## config.mk

```make
export PLATFORM = sky130hd
export DESIGN_NAME = core_port_pad_and_eclk_control
export DESIGN_NICKNAME = d
export VERILOG_FILES = /design/src/logic/pad_ctrl_pkg.sv /design/src/logic/core_port_pad_and_eclk_control.sv
export SDC_FILE = /design/constraint.sdc
export NUM_CORES = 1
export LEC_CHECK = 0
export ABC_AREA = 1
export BUFFER_PORTS_ARGS = -buffer_cell sky130_fd_sc_hd__buf_2
export CORE_MARGIN = 2
export CORE_UTILIZATION = 46
export CTS_BUF_LIST = sky130_fd_sc_hd__clkbuf_4
export CTS_CLUSTER_DIAMETER = 80
export DETAILED_ROUTE_END_ITERATION = 6
export GPL_ROUTABILITY_DRIVEN = 1
export PLACE_DENSITY = 0.86
export SLEW_MARGIN = 20
export SYNTH_ARGS = -nofsm -noshare
export SYNTH_HDL_FRONTEND = slang
export SYNTH_SLANG_ARGS = --single-unit
```

## constraint.sdc

```tcl
create_clock -name clk -period 3.35 [get_ports clk]
set_clock_uncertainty 0.15 [all_clocks]
set_input_delay 0.335 -clock clk [delete_from_list [all_inputs] [get_ports clk]]
set_output_delay 0.335 -clock clk [all_outputs]
set_load 0.01 [all_outputs]
```

## src/logic/pad_ctrl_pkg.sv

```systemverilog
// Constants for the core port pad and E clock control block
package pad_ctrl_pkg;

  // Register indices; the byte address is four times the index
  localparam logic [5:0] IDX_PULL = 6'h0C;
  localparam logic [5:0] IDX_DRIVE = 6'h0D;
  localparam logic [5:0] IDX_EBI = 6'h0E;
  localparam logic [5:0] IDX_RSVD = 6'h0F;

  // Field positions shared by the pull and drive registers, then the stretch enable bit
  localparam int BIT_K = 7;
  localparam int BIT_E = 4;
  localparam int BIT_B = 1;
  localparam int BIT_A = 0;
  localparam int BIT_ECLK_STRETCH_EN = 0;

  // Implemented bits; all others read zero
  localparam logic [7:0] PORT_MASK = 8'h93;
  localparam logic [7:0] EBI_MASK = 8'h01;

  // Port E pins whose pull follows the enable bit
  localparam logic [7:0] PE_SW_PULL = 8'h9F;
  // Port E pins pulled only while reset is held
  localparam logic [7:0] PE_RST_PULL = 8'h60;

  // Reset values
  localparam logic [7:0] PULL_RST = 8'h00;
  localparam logic [7:0] DRIVE_RST = 8'h00;
  localparam logic ECLK_STRETCH_EN_RST = 1'b0;

  // Operating mode codes {C,B,A}
  localparam logic [2:0] MODE_SPEC_SINGLE = 3'h0;
  localparam logic [2:0] MODE_EMU_NARROW = 3'h1;
  localparam logic [2:0] MODE_SPEC_TEST = 3'h2;
  localparam logic [2:0] MODE_EMU_WIDE = 3'h3;
  localparam logic [2:0] MODE_NORM_SINGLE = 3'h4;
  localparam logic [2:0] MODE_NORM_NARROW = 3'h5;
  localparam logic [2:0] MODE_SPEC_PERIPH = 3'h6;
  localparam logic [2:0] MODE_NORM_WIDE = 3'h7;

endpackage

```

## src/logic/core_port_pad_and_eclk_control.sv

```systemverilog
// Pull, drive strength and E clock control registers on classic Wishbone
`timescale 1ns/1ps

// Contract
// - Port K enable pulls input pins
// - Port E enable covers pins 7, 4:0
// - Port E pins 5,6 pulled only in reset
// - Port B enable pulls input pins
// - Port A enable pulls input pins
// - Output pins get no pull outside reset
// - Weak drive selects for ports K, E
// - Weak drive selects for ports B, A
// - Weak drive applies whatever function owns pin
// - Registers read/write anytime while mapped
// - Expanded/peripheral modes: accesses go external
// - Stretch off: E clock free running
// - Stretch on: high stretched, low internal
// - Stretch bit write once unless special
// - Single-chip: stretch bit has no effect
// - Reserved location reads zero, ignores writes
// - Offsets relative to relocatable block base
// - Pull register sits at index 0x0C
module core_port_pad_and_eclk_control #(
  parameter int AW = 16 // Byte address width
) (
  input wire logic clk, // 125 MHz bus clock
  input wire logic sys_rst, // Async reset, active high
  input wire logic [AW-1:0] wbAdr, // Byte address
  input wire logic [31:0] wbDatI, // Write data
  output logic [31:0] wbDatO, // Read data
  input wire logic [3:0] wbSel, // Byte lanes
  input wire logic wbWe, // Write strobe
  input wire logic wbCyc, // Bus cycle
  input wire logic wbStb, // Strobe
  output logic wbAck, // Acknowledge
  input wire logic [AW-9:0] registerBlockRelocation, // Block base bits
  input wire logic [2:0] opMode, // Operating mode {C,B,A}
  input wire logic [7:0] ddrK, // Port K directions, 1 = out
  input wire logic [7:0] ddrE, // Port E directions, 1 = out
  input wire logic [7:0] ddrB, // Port B directions, 1 = out
  input wire logic [7:0] ddrA, // Port A directions, 1 = out
  input wire logic eclkPhase, // Free running E phase
  input wire logic extStretch, // Stretched external access
  input wire logic intHidden, // Non-visible internal access
  output logic [7:0] pullK, // Port K pull enables
  output logic [7:0] pullE, // Port E pull enables
  output logic [7:0] pullB, // Port B pull enables
  output logic [7:0] pullA, // Port A pull enables
  output logic weakDriveK, // Port K reduced drive
  output logic weakDriveE, // Port E reduced drive
  output logic weakDriveB, // Port B reduced drive
  output logic weakDriveA, // Port A reduced drive
  output logic eclkOut, // E clock to pin
  output logic extEcho, // Access passed to external bus
  output logic extEchoWe // Direction of that access
);

  typedef struct packed {
    logic [7:0] pullCtl;
    logic [7:0] driveCtl;
    logic eclkStretchEn;
    logic estrLocked;
    logic ack;
    logic [31:0] rdData;
    logic echo;
    logic echoWe;
    logic [7:0] pullK;
    logic [7:0] pullE;
    logic [7:0] pullB;
    logic [7:0] pullA;
    logic weakK;
    logic weakE;
    logic weakB;
    logic weakA;
    logic eclk;
  } state_t;

  // Reset image; port E pins 5 and 6 pulled only while reset holds
  localparam state_t RESET_STATE = '{
    pullCtl: pad_ctrl_pkg::PULL_RST,
    driveCtl: pad_ctrl_pkg::DRIVE_RST,
    eclkStretchEn: pad_ctrl_pkg::ECLK_STRETCH_EN_RST,
    estrLocked: 1'b0,
    ack: 1'b0,
    rdData: 32'h00000000,
    echo: 1'b0,
    echoWe: 1'b0,
    pullK: 8'h00,
    pullE: pad_ctrl_pkg::PE_RST_PULL,
    pullB: 8'h00,
    pullA: 8'h00,
    weakK: 1'b0,
    weakE: 1'b0,
    weakB: 1'b0,
    weakA: 1'b0,
    eclk: 1'b0
  };

  state_t st;
  state_t next_st;

  // Registers are mapped only in single-chip and special test modes
  function automatic logic inMap(input logic [2:0] m);
    return (m == pad_ctrl_pkg::MODE_SPEC_SINGLE) ||
      (m == pad_ctrl_pkg::MODE_SPEC_TEST) ||
      (m == pad_ctrl_pkg::MODE_NORM_SINGLE);
  endfunction

  function automatic logic isSpecial(input logic [2:0] m);
    return (m == pad_ctrl_pkg::MODE_SPEC_SINGLE) ||
      (m == pad_ctrl_pkg::MODE_SPEC_TEST) ||
      (m == pad_ctrl_pkg::MODE_SPEC_PERIPH);
  endfunction

  function automatic logic isSingleChip(input logic [2:0] m);
    return (m == pad_ctrl_pkg::MODE_SPEC_SINGLE) ||
      (m == pad_ctrl_pkg::MODE_NORM_SINGLE);
  endfunction

  // Pull only where the pin is an input
  function automatic logic [7:0] pullFor(input logic en,
                                         input logic [7:0] ddr);
    return {8{en}} & ~ddr;
  endfunction

  // Next state: bus slave, control registers and pad outputs
  always_comb begin
    logic req;
    logic hit;
    logic [5:0] idx;
    logic [2:0] stretchPick;
    req = 1'b0;
    hit = 1'b0;
    idx = 6'h00;
    stretchPick = 3'h0;
    next_st = st;
    next_st.ack = 1'b0;
    next_st.echo = 1'b0;
    next_st.echoWe = 1'b0;
    req = wbCyc & wbStb & ~st.ack;
    hit = (wbAdr[AW-1:8] == registerBlockRelocation);
    idx = wbAdr[7:2];
    if (req) begin
      // Every request answers in one cycle, mapped or not
      next_st.ack = 1'b1;
      next_st.rdData = 32'h00000000;
      if (hit && !inMap(opMode)) begin
        // Left to the external bus; reads return zero here
        next_st.echo = 1'b1;
        next_st.echoWe = wbWe;
      end else if (hit) begin
        case (idx)
          pad_ctrl_pkg::IDX_PULL: begin
            next_st.rdData[7:0] = st.pullCtl;
            if (wbWe && wbSel[0]) begin
              next_st.pullCtl = wbDatI[7:0] &
                pad_ctrl_pkg::PORT_MASK;
            end
          end
          pad_ctrl_pkg::IDX_DRIVE: begin
            next_st.rdData[7:0] = st.driveCtl;
            if (wbWe && wbSel[0]) begin
              next_st.driveCtl = wbDatI[7:0] &
                pad_ctrl_pkg::PORT_MASK;
            end
          end
          pad_ctrl_pkg::IDX_EBI: begin
            next_st.rdData[7:0] = {7'h00, st.eclkStretchEn};
            if (wbWe && wbSel[0]) begin
              // Normal and emulation modes get one write only
              if (isSpecial(opMode) || !st.estrLocked) begin
                next_st.eclkStretchEn =
                  wbDatI[pad_ctrl_pkg::BIT_ECLK_STRETCH_EN];
              end
              if (!isSpecial(opMode)) begin
                next_st.estrLocked = 1'b1;
              end
            end
          end
          // Reserved slot and anything else: zero, writes dropped
          default: begin
            next_st.rdData = 32'h00000000;
          end
        endcase
      end
    end
    // Pull enables, masked per pin by direction
    next_st.pullK = pullFor(st.pullCtl[pad_ctrl_pkg::BIT_K],
                            ddrK);
    next_st.pullE = pullFor(st.pullCtl[pad_ctrl_pkg::BIT_E], ddrE) &
      pad_ctrl_pkg::PE_SW_PULL;
    next_st.pullB = pullFor(st.pullCtl[pad_ctrl_pkg::BIT_B],
                            ddrB);
    next_st.pullA = pullFor(st.pullCtl[pad_ctrl_pkg::BIT_A],
                            ddrA);
    // Drive strength is per port, not per pin or function
    next_st.weakK = st.driveCtl[pad_ctrl_pkg::BIT_K];
    next_st.weakE = st.driveCtl[pad_ctrl_pkg::BIT_E];
    next_st.weakB = st.driveCtl[pad_ctrl_pkg::BIT_B];
    next_st.weakA = st.driveCtl[pad_ctrl_pkg::BIT_A];
    // E clock: stretching only outside single-chip modes with the bit set
    stretchPick = {st.eclkStretchEn & ~isSingleChip(opMode),
                   extStretch, intHidden};
    if (!stretchPick[2]) begin
      next_st.eclk = eclkPhase;
    end else if (stretchPick[1]) begin
      next_st.eclk = 1'b1;
    end else if (stretchPick[0]) begin
      next_st.eclk = 1'b0;
    end else begin
      next_st.eclk = eclkPhase;
    end
  end

  // One register for the whole state; reset loads constants only
  always_ff @(posedge clk or posedge sys_rst) begin
    if (sys_rst) begin
      st <= RESET_STATE;
    end else begin
      st <= next_st;
    end
  end

  // Outputs straight from the state register
  assign wbAck = st.ack;
  assign wbDatO = st.rdData;
  assign pullK = st.pullK;
  assign pullE = st.pullE;
  assign pullB = st.pullB;
  assign pullA = st.pullA;
  assign weakDriveK = st.weakK;
  assign weakDriveE = st.weakE;
  assign weakDriveB = st.weakB;
  assign weakDriveA = st.weakA;
  assign eclkOut = st.eclk;
  assign extEcho = st.echo;
  assign extEchoWe = st.echoWe;

endmodule

```

# == Word level (Yosys, flattened, before mapping) ==
# Index checks and enable logic that the tools add are counted.
# word_totals
ff_bits,82
in_bits,103
out_inout_bits,72
wordCells,61
# classes
eq_ne,7
n_mux,8
bitwise_logic,15
n_reduce_logical,14
# ops
operator,n
35-bit two-way mux,1
8-bit bitwise AND,4
8-bit inverter,4
8-bit case mux with 3 select lines,1
"6-bit by 4-bit equality test with 1-bit output, second input constant",3
8-bit two-way mux,2
6-bit AND reduction,2
5-bit AND reduction,2
8-bit equality test,1
"3-bit equality test, second input constant",2
1-bit logical OR,5
1-bit inverter,4
1-bit bitwise AND,3
"3-bit by 2-bit equality test with 1-bit output, second input constant",1
3-bit zero test,1
1-bit two-way mux,3
1-bit logical AND,2
1-bit zero test,2
2-bit two-way mux,1

# == Depth between registers and ports, before layout ==
# logic_depth
ltp_word,7
ltp_mapped,9
mapped_depth_nobuf,9

# == Worst setup path after synthesis ==
# Ideal clock, no wire load.
# synth_timing
kind,register -> register
startpoint,register st (netlist bit wbAck)
endpoint,register st (netlist bit next_st[1])
setup_ps,66
arrival_ps,1134
t_required_ps,3134
setup_slack_ps,2000
path_stages_with_launch,7
path_buffers,1
period_less_slack_ps,1350
cell_sequence,dfrtp_1 nor2_4 nand4_2 nor2_4 buf_6 nand4_1 nand2_1
# synth_between
elab_chain_len,3
# synth_rtl
item,line_no,source
"start, declared",core_port_pad_and_eclk_control.sv:99,state_t st;
"start signal, assigned",core_port_pad_and_eclk_control.sv:220,st <= next_st;
1-bit inverter,core_port_pad_and_eclk_control.sv:140,req = wbCyc & wbStb & ~st.ack;
1-bit bitwise AND,core_port_pad_and_eclk_control.sv:140,
5-bit AND reduction (no line),--,
# Every way passes these cells.
# A chain may end at the register's enable or synchronous reset.

# == Worst setup path in the final report ==
# layout_timing
startpoint,register st (netlist bit wbAck)
endpoint,register st[82] (netlist name)
# The elaborated chain is that of the path after synthesis.

==> impl_metrics.json <==
{
  "post_cts_buffers": 0,
  "routed_wl_um": 5400,
  "drt_iter0_markers": 86,
  "yosys.area_share.simple": 0.240,
  "crit_slowest_cell": "dfrtp_1",
  "path_class": "register to register",
  "fin_tns_setup_ps": 0,
  "synth-compound-area-share": 0.0125,
  "synth_area_leader_cell": "dfrtp_1",
  "syn_area_per_cell_um2": 8.98,
  "failed_checks": "negative hold slack",
  "irDropWorstVdd_mv": 0.157,
  "status": "finished, violations left",
  "synthTopCellsByArea": "dfrtp_1 (50%), buf_4 (19%), nand2_1 (8.8%)",
  "dp_hpwl_um": 3660,
  "cap_violations": 0,
  "critical_path.max_fanout": 4,
  "critPathRequiredTime_ps": 3470,
  "synth_warnings": 0,
  "yosys.area_share.xor_xnor": 0.00337,
  "grt_util_all_layers": 0.181,
  "synth_area_um2": 2600,
  "fin_util": 0.586,
  "grt_pass1_vias": 2028,
  "start_util": 0.474,
  "cts-hold-fix-buffers": 30,
  "synth_cell_type_count": 23,
  "yosysSeqAreaShare": 0.511,
  "vias_per_cell": 4.48,
  "worst_slew_pin_slew_ps": 861,
  "fin_nets": 501,
  "grt_max_degree": 54,
  "placed_area_um2": 2850,
  "layout_min_cycle_time_ps": 1620,
  "synth_top_area_share": 0.501,
  "diodes": 0,
  "yosysMostFrequentCell": "buf_4",
  "fill_cells": 492,
  "synth_top_family_by_area": "simple AND/OR/NAND/NOR gates",
  "maxSlewHeadroom": 0.426,
  "synth_mux_area_frac": 0,
  "setup_viol": 0,
  "io_pins": 175,
  "cts_resized": 0,
  "via_count": 2110,
  "multiInputGateArea_um2": 774,
  "area_delta_synth_final_pct": 23.5,
  "clockRootBuffer": "clkbuf_4",
  "die-area_um2": 6260,
  "clk_pin_slew_ps": 140,
  "drive_above_1_share": 0.346,
  "end_kind": "register",
  "cp_cell_sequence": "nor2_4 -> nand3_1 -> nor2_1 -> nand4_1 -> nand2_1 -> nand2_1",
  "min_period_over_period": 0.484,
  "postLayoutSetupSlackWorst_ps": 1730,
  "fmaxAchievable_mhz": 616,
  "hp-class": "primary input to async pin",
  "synth_edf_count": 0,
  "drtPass1Iterations": 4,
  "cts-htree-levels": 2,
  "routedWlPerCell_um": 11.5,
  "drv_slew": 0,
  "die_w_um": 79.1,
  "final_area_um2": 3210,
  "cpMostUsedCell": "nand2_1",
  "regArea_um2": 1330,
  "cts_made_buffers": 5,
  "io_buffers": 111,
  "synthArstFlopShare": 1.00,
  "cpPeakStageDelay_ps": 430,
  "rsz0062_at_grt": "no",
  "grt_pass1_wl_um": 8870,
  "arrival_ps": 1740,
  "tritoncts": "done",
  "p_per_area_nw_per_um2": 330,
  "reg2regPathDepth": 6,
  "syn_inst": 289,
  "grt.overflow.total": 0,
  "antenna_found_initial": 0,
  "core_um2": 5470,
  "synth_seq_cells": 53,
  "hold_viol": 52,
  "dp_slack_ps": 1580,
  "synth_fa_ha_area_frac": 0,
  "gp_congestion": 0.744,
  "start_kind": "register",
  "cts_max_path_buffers": 2,
  "cts_sinks": 53,
  "num_rows": 27,
  "cellLeakagePower_nw": 1.94,
  "antenna_left": 0,
  "fp.dieH_um": 79.1,
  "synth_ff_type": "dfrtp_1",
  "drcViolationCount": 0,
  "hold_slack_ps": -33.8,
  "worstSkewPairLatency_ps": 360,
  "ys_top_cells_by_count": "buf_4 (64), nand2_1 (61), dfrtp_1 (52)"
}
==> worst paths after layout <==
| path | from | slack (ps) | to |
|---|---|---|---|
| min in group clk | wbWe | 30 | extEchoWe$_DFF_PP0_ |
| max | wbAck$_DFF_PP0_ | 1730 | st[82]$_DFFE_PP0P_ |
| min reg2reg | next_st[3]$_DFFE_PP0P_ | 280 | weakDriveE$_DFF_PP0_ |
| min | sys_rst | -30 | st[89]$_DFFE_PP0P_ |
| max in group asynchronous | sys_rst | 2590 | st[82]$_DFFE_PP0P_ |
| max reg2reg | wbAck$_DFF_PP0_ | 1730 | st[82]$_DFFE_PP0P_ |
==> cells in the final DEF, fill, tap and decap left out, drive strengths merged <==
master and count:
or2 2, dfstp 1, nand3 9, nor2 46, clkinvlp 2, conb 29, and3 1, nand4 14
clkbuf 6, dlygate4sd3 30, o21ai 2, dfrtp 52, clkinv 1, inv 25, buf 111, a21oi 3
xnor2 1, nand2 63, a21o 1
==> critical path, delay by kind of cell, from the launching register on <==
family	cells	cell delay (ps)
simple gates	6	940
flops	1	430
==> cell type report <==
type / instances / area share
Clock buffer: 6 / 0.0140
Clock inverter: 2 / 0.00468
Inverter: 26 / 0.0308
Multi-Input combinational cell: 171 / 0.242
Sequential cell: 53 / 0.414
Tap cell: 72 / 0.0281
Timing Repair Buffer: 141 / 0.267
==> where the power goes <==
part	internal [mW]	total, mW	switching [mW]	leakage, nW
clock network	0.0904	0.277	0.187	0.0279
logic	0.0651	0.138	0.0729	1.18
registers	0.642	0.643	0.000978	0.729
total	0.798	1.06	0.261	1.94
==> per-stage QoR <==
stage	power, mW	std cells	hold slack, ps
floorplan	0.739	317	224
global placement	0.762	433	240
detailed placement	0.765	433	241
CTS	1.08	471	15.7
global route	1.12	471	18.2
finish	1.06	471	-33.8
==> routing by layer <==
layer | vias to the layer above | part of all wire | global-route usage
met5 | - | 0 | 0
met2 | 122 | 0.50 | 0.325
met1 | 973 | 0.38 | 0.210
li1 | 1009 | - | -
met4 | 0 | 0.013 | 0.0603
met3 | 6 | 0.10 | 0.0455
==> logic make-up (layout without fill, tap and decap cells) <==
family,Yosys count,in the layout
xor gates and xnor gates,1,1
DFF,53,53
and+or+nand+nor,135,135
buffers and inverters,93,175
AOI/OAI and AO/OA,6,6
other,1,29
==> flip-flops by register name, summed over array words and instances (netlist names) <==
name	flops
wbAck	1
next_st	4
weakDriveK	1
wbDatO	4
weakDriveE	1
pullA	8
extEchoWe	1
pullK	8
pullB	8
eclkOut	1
weakDriveB	1
st	6
pullE	7
extEcho	1
weakDriveA	1
Note: power is estimated with default switching activity, not from simulation.
